File: src/inc/vsw_pkg.sv
`default_nettype none
package vsw_pkg;
  // ==================================================================
  // timing
  localparam int unsigned CLK_FREQ_HZ     = 200_000_000;
  localparam int unsigned FAST_SWITCH_MS  = 30;
  localparam real         SLOW_SWITCH_S   = 1.5;
  localparam int unsigned FAST_SWITCH_CYC = FAST_SWITCH_MS * (CLK_FREQ_HZ / 1000);
  localparam int unsigned SLOW_SWITCH_CYC = int'(SLOW_SWITCH_S * CLK_FREQ_HZ);

  // ==================================================================
  // attenuator control positions (0 = receive open, max = transmit open)
  localparam logic [7:0]  POS_MIN       = 8'h00;
  localparam logic [7:0]  POS_MID       = 8'h7F;
  localparam logic [7:0]  POS_MAX       = 8'hFE;
  localparam int unsigned FAST_STEP_CYC = FAST_SWITCH_CYC / int'(POS_MAX);
  localparam int unsigned SLOW_STEP_CYC = SLOW_SWITCH_CYC / int'(POS_MAX);

  // ==================================================================
  // serial register indices and fields
  localparam logic [4:0] REG_AFS_IDX    = 5'h09;
  localparam logic [4:0] REG_RTH_IDX    = 5'h0D;
  localparam logic [4:0] REG_RXADJ_IDX  = 5'h0E;
  localparam logic [4:0] REG_TXADJ_IDX  = 5'h0F;
  localparam logic [4:0] REG_STATUS_IDX = 5'h10;
  localparam logic [7:0] REG_RESET      = 8'h00;
  localparam logic [7:0] AFS_MASK       = 8'h7F;
  localparam logic [7:0] RXADJ_MASK     = 8'hFB;
  localparam logic [7:0] TXADJ_MASK     = 8'hF8;
  localparam int         TOPO_BIT       = 6;
  localparam int         AFS_GAIN_MSB   = 5;
  localparam int         ADJ_LSB        = 3;
  localparam int         ADJ_MSB        = 7;
  localparam int         BYTE_MSB       = 7;
  localparam int         IDX_MSB        = 4;
  localparam int         READ_FLAG_BIT  = 7;
  localparam logic [2:0] BYTE_LAST      = 3'h7;

  // ==================================================================
  // synchroniser lanes
  localparam int SYNC_SCL   = 0;
  localparam int SYNC_SDA   = 1;
  localparam int SYNC_TXC   = 2;
  localparam int SYNC_RXC   = 3;
  localparam int SYNC_SP_TX = 4;
  localparam int SYNC_SP_RX = 5;
  localparam int SYNC_DIAL  = 6;
  localparam int SYNC_LOG   = 7;
  localparam int SYNC_W     = 8;

  typedef enum logic [1:0] {MODE_IDLE, MODE_TX, MODE_RX, MODE_CHG} mode_t;
  typedef enum logic [2:0] {SER_IDLE, SER_INDEX, SER_ACK1, SER_DATA, SER_ACK2} ser_state_t;
endpackage
`default_nettype wire

File: src/inc/ramp_if.sv
`timescale 1ns/1ps
`default_nettype none
interface ramp_if;
  logic [7:0] target;
  logic       fast;
  logic [7:0] pos;
  modport ctl  (output target, output fast, input pos);
  modport ramp (input target, input fast, output pos);
endinterface
`default_nettype wire

File: src/hw/voice_switch_mode_decision.sv
`timescale 1ns/1ps
`default_nettype none
module voice_switch_mode_decision
  import vsw_pkg::*;
#(
  parameter int unsigned FAST_STEP = FAST_STEP_CYC,
  parameter int unsigned SLOW_STEP = SLOW_STEP_CYC
) (
  input  wire logic       mclk_i,
  input  wire logic       rstn_i,
  input  wire logic       scl_i,
  input  wire logic       sda_i,
  output wire logic       sda_o,
  output wire logic       sda_oe_n_o,
  input  wire logic       cmp_tx_vs_calc_rx_i,
  input  wire logic       cmp_calc_tx_vs_rx_i,
  input  wire logic       tx_speech_flag_i,
  input  wire logic       rx_speech_flag_i,
  input  wire logic       dial_tone_i,
  input  wire logic       log_tx_gt_rx_i,
  output var  logic [7:0] diff_ctrl_tx_o,
  output var  logic [7:0] diff_ctrl_rx_o,
  output wire logic [1:0] mode_o,
  output wire logic       four_point_o,
  output wire logic [4:0] rx_calc_log_adjust_o,
  output wire logic [4:0] tx_calc_log_adjust_o,
  output wire logic [5:0] afs_gain_o
);
  logic [SYNC_W-1:0] meta_reg;
  logic [SYNC_W-1:0] sync_reg;
  logic              scl_d_reg;
  logic              sda_d_reg;
  logic              scl_s;
  logic              sda_s;
  logic              start_det;
  logic              stop_det;
  logic              scl_rise;
  logic              scl_fall;
  ser_state_t        ser_state_reg;
  logic [2:0]        bit_cnt_reg;
  logic [7:0]        shift_reg;
  logic [7:0]        shout_reg;
  logic [4:0]        index_reg;
  logic              is_read_reg;
  logic              sda_drv_reg;
  logic [7:0]        rx_byte;
  logic [4:0]        rx_field;
  logic              last_bit;
  logic              wr_en;
  logic [7:0]        rd_data;
  logic [7:0]        afs_reg;
  logic [7:0]        rth_reg;
  logic [7:0]        rxadj_reg;
  logic [7:0]        txadj_reg;
  logic              four_point;
  logic              t1;
  logic              t2;
  logic              s3;
  logic              s4;
  logic              dial;
  logic              log_tx;
  mode_t             mode_reg;
  mode_t             mode_next;
  ramp_if            rif ();

  // ==================================================================
  // input synchronisers
  always_ff @(posedge mclk_i or negedge rstn_i) begin
    if (!rstn_i) begin
      // bus lanes reset idle-high so no false edge follows reset
      meta_reg           <= '0;
      sync_reg           <= '0;
      meta_reg[SYNC_SCL] <= 1'b1;
      meta_reg[SYNC_SDA] <= 1'b1;
      sync_reg[SYNC_SCL] <= 1'b1;
      sync_reg[SYNC_SDA] <= 1'b1;
    end else begin
      meta_reg <= {log_tx_gt_rx_i, dial_tone_i, rx_speech_flag_i, tx_speech_flag_i,
                   cmp_calc_tx_vs_rx_i, cmp_tx_vs_calc_rx_i, sda_i, scl_i};
      sync_reg <= meta_reg;
    end
  end

  assign scl_s  = sync_reg[SYNC_SCL];
  assign sda_s  = sync_reg[SYNC_SDA];
  assign t1     = sync_reg[SYNC_TXC];
  assign t2     = sync_reg[SYNC_RXC];
  assign s3     = sync_reg[SYNC_SP_TX];
  assign s4     = sync_reg[SYNC_SP_RX];
  assign dial   = sync_reg[SYNC_DIAL];
  assign log_tx = sync_reg[SYNC_LOG];

  // ==================================================================
  // serial bus slave
  always_ff @(posedge mclk_i or negedge rstn_i) begin
    if (!rstn_i) begin
      scl_d_reg <= 1'b1;
      sda_d_reg <= 1'b1;
    end else begin
      scl_d_reg <= scl_s;
      sda_d_reg <= sda_s;
    end
  end

  assign start_det = scl_s & scl_d_reg & sda_d_reg & ~sda_s;
  assign stop_det  = scl_s & scl_d_reg & ~sda_d_reg & sda_s;
  assign scl_rise  = scl_s & ~scl_d_reg;
  assign scl_fall  = ~scl_s & scl_d_reg;
  assign rx_byte   = {shift_reg[BYTE_MSB-1:0], sda_s};
  assign rx_field  = rx_byte[ADJ_MSB:ADJ_LSB];
  assign last_bit  = (bit_cnt_reg == BYTE_LAST);

  always_ff @(posedge mclk_i or negedge rstn_i) begin
    if (!rstn_i) begin
      ser_state_reg <= SER_IDLE;
      bit_cnt_reg   <= 3'h0;
      shift_reg     <= 8'h00;
      shout_reg     <= 8'h00;
      index_reg     <= 5'h00;
      is_read_reg   <= 1'b0;
      sda_drv_reg   <= 1'b0;
    end else if (start_det) begin
      ser_state_reg <= SER_INDEX;
      bit_cnt_reg   <= 3'h0;
      sda_drv_reg   <= 1'b0;
    end else if (stop_det) begin
      ser_state_reg <= SER_IDLE;
      sda_drv_reg   <= 1'b0;
    end else begin
      case (ser_state_reg)
        SER_INDEX: begin
          if (scl_rise) begin
            shift_reg   <= rx_byte;
            bit_cnt_reg <= bit_cnt_reg + 3'h1;
            if (last_bit) begin
              index_reg     <= rx_byte[IDX_MSB:0];
              is_read_reg   <= rx_byte[READ_FLAG_BIT];
              ser_state_reg <= SER_ACK1;
            end
          end
        end
        SER_ACK1: begin
          if (scl_fall && !sda_drv_reg) begin
            sda_drv_reg <= 1'b1;
          end else if (scl_fall) begin
            bit_cnt_reg   <= 3'h0;
            shout_reg     <= rd_data;
            sda_drv_reg   <= is_read_reg & ~rd_data[BYTE_MSB];
            ser_state_reg <= SER_DATA;
          end
        end
        SER_DATA: begin
          if (scl_rise) begin
            shift_reg   <= rx_byte;
            bit_cnt_reg <= bit_cnt_reg + 3'h1;
            if (last_bit) begin
              ser_state_reg <= SER_ACK2;
            end
          end else if (scl_fall && is_read_reg) begin
            shout_reg   <= {shout_reg[BYTE_MSB-1:0], 1'b0};
            sda_drv_reg <= ~shout_reg[BYTE_MSB-1];
          end
        end
        SER_ACK2: begin
          if (scl_fall && (is_read_reg || sda_drv_reg)) begin
            sda_drv_reg   <= 1'b0;
            ser_state_reg <= SER_IDLE;
          end else if (scl_fall) begin
            sda_drv_reg <= 1'b1;
          end
        end
        default: begin
          sda_drv_reg <= 1'b0;
        end
      endcase
    end
  end

  assign sda_o      = 1'b0;
  assign sda_oe_n_o = ~sda_drv_reg;
  assign wr_en      = (ser_state_reg == SER_DATA) & ~is_read_reg & scl_rise & last_bit;

  // ==================================================================
  // configuration registers
  always_ff @(posedge mclk_i or negedge rstn_i) begin
    if (!rstn_i) begin
      afs_reg   <= REG_RESET;
      rth_reg   <= REG_RESET;
      rxadj_reg <= REG_RESET;
      txadj_reg <= REG_RESET;
    end else if (wr_en) begin
      if (index_reg == REG_AFS_IDX) begin
        afs_reg <= rx_byte & AFS_MASK;
      end else if (index_reg == REG_RTH_IDX) begin
        rth_reg <= rx_byte;
      end else if (index_reg == REG_RXADJ_IDX) begin
        rxadj_reg <= rx_byte & RXADJ_MASK;
      end else if (index_reg == REG_TXADJ_IDX) begin
        txadj_reg <= rx_byte & TXADJ_MASK;
      end
    end
  end

  always_comb begin
    if (index_reg == REG_AFS_IDX) begin
      rd_data = afs_reg;
    end else if (index_reg == REG_RTH_IDX) begin
      rd_data = rth_reg;
    end else if (index_reg == REG_RXADJ_IDX) begin
      rd_data = rxadj_reg;
    end else if (index_reg == REG_TXADJ_IDX) begin
      rd_data = txadj_reg;
    end else if (index_reg == REG_STATUS_IDX) begin
      rd_data = {5'h00, four_point, mode_reg};
    end else begin
      rd_data = 8'h00;
    end
  end

  assign four_point           = afs_reg[TOPO_BIT];
  assign four_point_o         = four_point;
  assign afs_gain_o           = afs_reg[AFS_GAIN_MSB:0];
  assign rx_calc_log_adjust_o = rxadj_reg[ADJ_MSB:ADJ_LSB];
  assign tx_calc_log_adjust_o = txadj_reg[ADJ_MSB:ADJ_LSB];

  // ==================================================================
  // mode decision
  always_comb begin
    mode_next = MODE_IDLE;
    if (!four_point) begin
      mode_next = log_tx ? MODE_TX : MODE_RX;
    end else if (t1 && t2) begin
      mode_next = s3 ? MODE_TX : MODE_IDLE;
    end else if (!t1 && !t2) begin
      mode_next = s4 ? MODE_RX : MODE_IDLE;
    end else begin
      mode_next = (s3 || s4) ? MODE_CHG : MODE_IDLE;
    end
    if (four_point && mode_next == MODE_IDLE && dial) begin
      mode_next = MODE_RX;
    end
  end

  always_ff @(posedge mclk_i or negedge rstn_i) begin
    if (!rstn_i) begin
      mode_reg <= MODE_IDLE;
    end else begin
      mode_reg <= mode_next;
    end
  end

  assign mode_o = mode_reg;

  // ==================================================================
  // attenuator control
  always_comb begin
    rif.fast   = 1'b1;
    rif.target = POS_MID;
    if (!four_point) begin
      rif.target = log_tx ? POS_MAX : POS_MIN;
    end else begin
      case (mode_reg)
        MODE_TX:  rif.target = POS_MAX;
        MODE_RX:  rif.target = POS_MIN;
        MODE_CHG: rif.target = POS_MID;
        default: begin
          rif.target = POS_MID;
          rif.fast   = 1'b0;
        end
      endcase
    end
  end

  atten_ramp #(
    .FAST_STEP (FAST_STEP),
    .SLOW_STEP (SLOW_STEP)
  ) u_ramp (
    .mclk_i (mclk_i),
    .rstn_i (rstn_i),
    .rif    (rif)
  );

  always_ff @(posedge mclk_i or negedge rstn_i) begin
    if (!rstn_i) begin
      diff_ctrl_tx_o <= POS_MID;
      diff_ctrl_rx_o <= POS_MID;
    end else begin
      diff_ctrl_tx_o <= POS_MAX - rif.pos;
      diff_ctrl_rx_o <= rif.pos;
    end
  end
endmodule
`default_nettype wire

File: src/hw/atten_ramp.sv
`timescale 1ns/1ps
`default_nettype none
module atten_ramp
  import vsw_pkg::*;
#(
  parameter int unsigned FAST_STEP = FAST_STEP_CYC,
  parameter int unsigned SLOW_STEP = SLOW_STEP_CYC
) (
  input wire logic mclk_i,
  input wire logic rstn_i,
  ramp_if.ramp     rif
);
  logic [31:0] tick_reg;
  logic [31:0] period;
  logic [7:0]  pos_reg;
  logic        step;

  // ==================================================================
  // step timer
  assign period = rif.fast ? FAST_STEP : SLOW_STEP;
  assign step   = (tick_reg >= period - 32'h1);

  always_ff @(posedge mclk_i or negedge rstn_i) begin
    if (!rstn_i) begin
      tick_reg <= 32'h0;
    end else if (step || pos_reg == rif.target) begin
      tick_reg <= 32'h0;
    end else begin
      tick_reg <= tick_reg + 32'h1;
    end
  end

  // ==================================================================
  // position walks one step toward target
  always_ff @(posedge mclk_i or negedge rstn_i) begin
    if (!rstn_i) begin
      pos_reg <= POS_MID;
    end else if (step && pos_reg < rif.target) begin
      pos_reg <= pos_reg + 8'h1;
    end else if (step && pos_reg > rif.target) begin
      pos_reg <= pos_reg - 8'h1;
    end
  end

  assign rif.pos = pos_reg;
endmodule
`default_nettype wire

File: config.mk
export PLATFORM = sky130hd
export DESIGN_NAME = voice_switch_mode_decision
export DESIGN_NICKNAME = d
export VERILOG_FILES = /design/src/inc/vsw_pkg.sv /design/src/inc/ramp_if.sv /design/src/hw/voice_switch_mode_decision.sv /design/src/hw/atten_ramp.sv
export SDC_FILE = /design/constraint.sdc
export NUM_CORES = 1
export LEC_CHECK = 0
export ABC_AREA = 0
export BUFFER_PORTS_ARGS = -buffer_cell sky130_fd_sc_hd__clkbuf_2
export CORE_UTILIZATION = 49
export DETAILED_ROUTE_END_ITERATION = 12
export HOLD_SLACK_MARGIN = 0.05
export PLACE_DENSITY = 0.7
export SETUP_SLACK_MARGIN = 0.05
export SLEW_MARGIN = 15
export SYNTH_ARGS = -nofsm -noshare
export SYNTH_HDL_FRONTEND = slang
export SYNTH_SLANG_ARGS = --single-unit
File: constraint.sdc
create_clock -name mclk_i -period 3.8 [get_ports mclk_i]
set_input_delay 0.38 -clock mclk_i [delete_from_list [all_inputs] [get_ports mclk_i]]
set_output_delay 0.38 -clock mclk_i [all_outputs]
set_load 0.005 [all_outputs]
==> key figures, run 1 <==
Status
  – Outcome: completed

Min path
  – Hold WC Path Type: primary input to flip-flop
  – WHS Endpoint: meta_reg[2]
  – Hold wc startpoint: cmp_tx_vs_calc_rx_i
  – Hold depth: 1

Yosys
  – Mapped Cells: 540
  – Async SR Flop Fraction: 100%
  – Top_reg_cell synth: dfrtp_1
  – Distinct cell type count after synthesis: 60
  – YS warnings: 0
  – Synthesis-stage register bit count: 129
  – Mapped cell area: 0.00607 mm²
  – Mapped Avg Cell Area: 11.2 µm²
  – Post-synth EDFFs: 0
  – Register area share after synthesis: 53.7%

STA
  – RSZ-0062 raised after global routing: yes
  – Final Setup Violations: 0
  – Post-layout minimum cycle time: 3690 ps
  – Final Hold Vio Count: 0
  – Max transition margin: 37.4%
  – Final period utilization: 97.1%
  – Worst-Margin Slew: 938 ps
  – FMAX: 0.271 GHz
  – Pins over their slew limit: 0
  – Max Clock Skew: 9.17 ps
  – Worst Hold Slack: 74.9 ps

Global route
  – GRT overflow: 0
  – Pin count of the biggest net entering global routing: 78
  – Total track usage: 21.4%
  – First-pass GRT wire length: 21100 µm
  – Vias in the first global route: 4203
  – Initial antenna violation count: 0

Placement
  – GP Congestion: 0.818
  – Dpl cell area: 0.00650 mm²
  – Port Buf Inserts: 45
  – Placed insts: 748
  – DP HPWL: 8370 µm

CTS
  – Later-pin clock latency in the skew report: 420 ps
  – Clock Pin Slew Worst Setup and Hold Paths: 60 ps
  – # clock sinks: 129
  – Max Buffers Root-to-Sink: 2
  – CTS tree: yes
  – Root Buffer: clkbuf_16
  – Cts bufs inserted: 17
  – H-tree depth: 4

Cells and area
  – Finished Cell Area: 0.00741 mm²
  – Most frequent cells in the layout: dfrtp_1 (102), nor2_1 (53), clkbuf_2 (44), nand2_1 (35), mux2_2 (33)
  – Final std cells w/o fill: 789
  – Most common cell after layout, fill and taps aside: dfrtp_1
  – NumNets Final: 648
  – Number of flip-flops in the largest register: 32
  – Layout cells sized above 1: 28.7%
  – N_diodes: 0
  – Area growth syn-to-layout: 22.1%
  – Filler Cells Inserted: 932

Route
  – Routed Antenna Nets: 0
  – DRT Wirelength: 12400 µm
  – Via count: 4265
  – Iter 0 DRT Violations: 237
  – Vias per cell: 5.41
  – WL/cell: 15.7 µm
  – DRC Markers: 0
  – Number of detailed-route iterations in the first pass: 4

Critical path
  – Bufs and invs on worst path: 1
  – Worst Setup Path Type: flip-flop to flip-flop
  – CP endpoint kind: flip-flop
  – CP arrival: 4030 ps
  – CP Cell Sequence: inv_2 -> ha_4 -> nand2_4 -> ha_4 -> a2111o_1 -> a31oi_1 -> o211ai_1 -> o21ai_2 -> nand2b_4 -> ha_4 -> a21oi_4 -> o211ai_1 -> o21a_1 -> o21a_1 -> or4_4 -> a21oi_2 -> xor2_1
  – Cell family with most CP delay: compound AO/OA/AOI/OAI gates
  – Crit path max-delay cell type: or4_4
  – Worst flop-to-flop path endpoint: u_ramp.rif.pos[7]
  – Reg2Reg Depth: 17
  – Crit Reg-Reg Startpoint: mode_o[0]
  – CP required: 4140 ps
  – Max Fanout on Critical Path: 6
  – Worst reg-to-reg setup slack: 110 ps
  – CP most frequent cell: ha_4
  – Startpoint Class: flip-flop
  – Slowest cell delay on critical path: 420 ps

Power and ir drop
  – Maximum vdd drop: 0.430 mV
  – Pwr Density: 662 mW/mm²
  – Total power draw: 4.90 mW
  – Leak pwr: 3.37 nW

Die
  – Die H: 113 µm
  – Core area: 0.0121 mm²
  – Die width: 113 µm
  – Starting Density: 50.3%
  – Row count: 40
  – I/O pins: 47
  – Die area: 0.0128 mm²

Job
  – Max Cap Viol: 0
synthesized netlist by cell type, types with 4 or more instances:
cell	instances	area share, %
dfrtp_1	103	42
nor2_1	53	3.3
nand2_1	35	2.2
mux2_2	33	6.1
ha_1	29	6.0
a21oi_1	28	2.3
dfstp_2	26	11
nand3_1	23	1.9
o21ai_0	19	1.6
inv_1	18	1.1
xor2_1	17	2.5
xnor2_1	16	2.3
clkbuf_1	12	0.74
and3_1	11	1.1
nor3_1	9	0.74
buf_4	7	0.87
mux2_1	7	1.3
nand2b_1	7	0.72
buf_2	6	0.49
mux2_4	5	1.2
a21o_1	4	0.49
a311oi_1	4	0.58
a31oi_1	4	0.41
mux2i_1	4	0.66
nand4_1	4	0.41
o21a_1	4	0.49
final cells by class:
cell class                 count  area [µm²]  area share [%]
inverter                      18        67.6           0.912
timing repair buffer          66         400            5.40
clock buffer                  18         439            5.93
tap                          168         210            2.84
clock inverter                14         260            3.51
multi-input combinational    376        2770            37.4
sequential                   129        3260            44.0
routing by layer:
layer / global-route usage, % / share of wire, % / vias up / wire, µm
met5: 0 / 0 / - / 0
met4: 7.63 / 1.5 / 0 / 192
met3: 6.70 / 3.8 / 16 / 465
met2: 35.1 / 52 / 106 / 6440
met1: 26.7 / 43 / 2125 / 5300
li1: - / - / 2018 / -
what timing repair did:
item | in CTS | in global routing
hold buffers | 4 | 2
resized for setup | 7 | 15
endpoints found under the hold margin | 4 | 2
pin swaps | 2 | 11
endpoints found under the setup margin | 1 | 2
buffers inserted | 1 | 2
worst max-delay path by stage:
stage	start	end	slack (ps)	cells past startpoint
2_1_floorplan	mode_o[0]	u_ramp.rif.pos[7]	70	17
3_3_place_gp	mode_o[0]	u_ramp.rif.pos[7]	90	17
3_5_place_dp	mode_o[0]	u_ramp.rif.pos[7]	-110	17
4_1_cts	mode_o[0]	u_ramp.rif.pos[7]	60	17
5_1_grt	mode_o[0]	u_ramp.rif.pos[7]	-10	17
6_report	mode_o[0]	u_ramp.rif.pos[7]	110	17
stage by stage:
| stage | util [%] | setup WS [ps] | TNS (ps) |
|---|---|---|---|
| 2_1_floorplan | - | 70.5 | 0 |
| 3_3_place_gp | 53.9 | 91.9 | 0 |
| 3_5_place_dp | 53.9 | -109 | -109 |
| 4_1_cts | 60.4 | 57.2 | 0 |
| 5_1_grt | 61.4 | -13.9 | -13.9 |
| 6_report | 61.4 | 109 | 0 |
report_power, final:
| group | switching [mW] | leakage, nW | internal [mW] |
|---|---|---|---|
| combinational | 0.538 | 1.39 | 0.662 |
| clock | 0.582 | 0.334 | 1.31 |
| sequential | 0.177 | 1.64 | 1.63 |
cells by family after synthesis:
logic type               count (synthesis)  synth area share [%]
AO/OA/AOI/OAI                           88                  9.05
XOR/XNOR                                33                  4.76
adder cells (fa/ha/maj)                 31                  6.47
buffers and inverters                   45                  3.46
flip-flops                             129                  53.7
multiplexers                            49                  9.32
other                                    1                0.0618
AND/OR/NAND/NOR                        164                  13.2
No activity file was read; power rests on OpenSTA's default activity.
==> run 2: changes to the inputs <==
PLACE_DENSITY = default   (was 0.7)
PLACE_DENSITY_LB_ADDON = 0.05   (was default)
==> key figures, run 2 (synthesized netlist as in run 1, its figures left out) <==
Route
  – DRT Wirelength: 12200 µm
  – Vias per cell: 5.26
  – WL/cell: 15.5 µm
  – Routed Antenna Nets: 0
  – Number of detailed-route iterations in the first pass: 4
  – Iter 0 DRT Violations: 313
  – Via count: 4131
  – DRC Markers: 0

Die
  – I/O pins: 47
  – Die H: 113 µm
  – Die width: 113 µm
  – Die area: 0.0128 mm²
  – Core area: 0.0121 mm²
  – Row count: 40
  – Starting Density: 50.3%

CTS
  – Max Buffers Root-to-Sink: 2
  – H-tree depth: 4
  – CTS tree: yes
  – Root Buffer: clkbuf_16
  – Cts bufs inserted: 17
  – Later-pin clock latency in the skew report: 410 ps
  – # clock sinks: 129
  – Clock Pin Slew Worst Setup and Hold Paths: 60 ps

Cells and area
  – Area growth syn-to-layout: 19.4%
  – Layout cells sized above 1: 28.3%
  – Multi-input gate area: 0.00272 mm²
  – Filler Cells Inserted: 1015
  – N_diodes: 0
  – NumNets Final: 646
  – Final std cells w/o fill: 786
  – Most frequent cells in the layout: dfrtp_1 (103), nor2_1 (53), clkbuf_2 (44), nand2_1 (35), mux2_2 (33)
  – Finished Cell Area: 0.00725 mm²
  – FF+latch area: 0.00326 mm²
  – Number of flip-flops in the largest register: 32
  – Most common cell after layout, fill and taps aside: dfrtp_1

Placement
  – Dpl cell area: 0.00650 mm²
  – Placed insts: 747
  – Port Buf Inserts: 45
  – Post-place setup slack: -95.7 ps
  – DP HPWL: 8150 µm
  – GP Congestion: 0.830

Critical path
  – Max Fanout on Critical Path: 6
  – CP endpoint kind: flip-flop
  – Worst Setup Path Type: flip-flop to flip-flop
  – CP required: 4140 ps
  – CP arrival: 4070 ps
  – CP Cell Sequence: inv_2 -> ha_4 -> nand2_4 -> buf_6 -> ha_1 -> nand4_1 -> nand3_1 -> o211ai_1 -> a21oi_2 -> o21ai_2 -> nand2b_4 -> buf_4 -> ha_4 -> nand3_1 -> o211ai_1 -> o21a_1 -> o21a_1 -> or4_1 -> a21oi_2 -> xor2_1
  – Startpoint Class: flip-flop
  – Crit path max-delay cell type: or4_1
  – Slowest cell delay on critical path: 420 ps

STA
  – Worst Hold Slack: 37.2 ps
  – RSZ-0062 raised after global routing: yes
  – Post-layout minimum cycle time: 3740 ps
  – FMAX: 0.268 GHz
  – Pins over their slew limit: 0
  – Final setup margin: 61.9 ps
  – Final Hold Vio Count: 0
  – Max transition margin: 48.9%
  – Max Clock Skew: 6.20 ps
  – Final period utilization: 98.4%
  – Worst-Margin Slew: 767 ps
  – Final Setup Violations: 0

Global route
  – Pin count of the biggest net entering global routing: 69
  – GRT overflow: 0
  – Vias in the first global route: 4125
  – Total track usage: 21.1%
  – First-pass GRT wire length: 20800 µm
  – Initial antenna violation count: 0

Status
  – Outcome: completed

Job
  – Max Cap Viol: 0

Min path
  – Hold WC Path Type: primary input to asynchronous set/reset pin

Power and ir drop
  – Total power draw: 4.55 mW
  – Maximum vdd drop: 0.636 mV
  – Leak pwr: 3.32 nW
  – Pwr Density: 628 mW/mm²
==> run 2: changes by cell type in the layout (fill, tap and decap cells not counted), sizes merged <==
cell,delta
bufinv,-4
buf,+2
clkbuf,+2
dlygate4sd3,-4
clkinvlp,+1
==> run 2: area by class of cell <==
class / instances / area share (%)
clock buffer: 20 / 6.30
clock inverter: 11 / 1.90
inverter: 18 / 0.932
multi-input combinational: 376 / 37.6
sequential: 129 / 45.0
tap: 168 / 2.90
timing repair buffer: 64 / 5.40
==> run 2: final timing paths <==
kind | startpoint | to | slack, ps | cells after the start
min | rstn_i | shout_reg[4] | 40 | 1
min reg2reg | meta_reg[2] | sync_reg[2] | 340 | 0
max | mode_o[1] | u_ramp.rif.pos[7] | 60 | 20
max in group asynchronous | rstn_i | scl_d_reg | 2910 | 2
min in group mclk_i | cmp_tx_vs_calc_rx_i | meta_reg[2] | 70 | 1
max reg2reg | mode_o[1] | u_ramp.rif.pos[7] | 60 | 20
==> run 2: metrics by stage <==
stage,utilization [%],TNS (ps)
finish,60.1,0
global route,60.1,-298
CTS,59.6,0
detailed placement,53.9,-95.7
global placement,53.9,0
floorplan,-,0
==> run 2: layer usage <==
layer / up-vias / share of wire (%) / global-route usage (%) / wire [µm]
li1: 2004 / - / - / -
met1: 2038 / 46 / 27.7 / 5650
met2: 81 / 49 / 33.6 / 6030
met3: 8 / 3.5 / 5.89 / 428
met4: 0 / 0.75 / 7.46 / 91
met5: - / 0 / 0 / 0
==> run 2: worst max-delay path, delay by kind of cell, from the launching register on <==
| kind | cells | cell delay (ps) |
|---|---|---|
| AO/OA/AOI/OAI | 7 | 1160 |
| AND/OR/NAND/NOR | 6 | 970 |
| adder cells (fa/ha/maj) | 3 | 640 |
| flip-flops | 1 | 390 |
| buffers and inverters | 3 | 360 |
| XOR/XNOR | 1 | 150 |
==> run 2: what timing repair did <==
action                                  CTS  global route
resized for setup                        10             6
hold buffers                              2             0
buffers inserted                          2             4
pin swaps                                 6             6
endpoints found under the hold margin     2             0
endpoints found under the setup margin    1             2
==> run 2: power breakdown <==
part           internal (mW)  switching (mW)
sequential              1.63           0.171
clock                   1.05           0.564
combinational          0.623           0.504
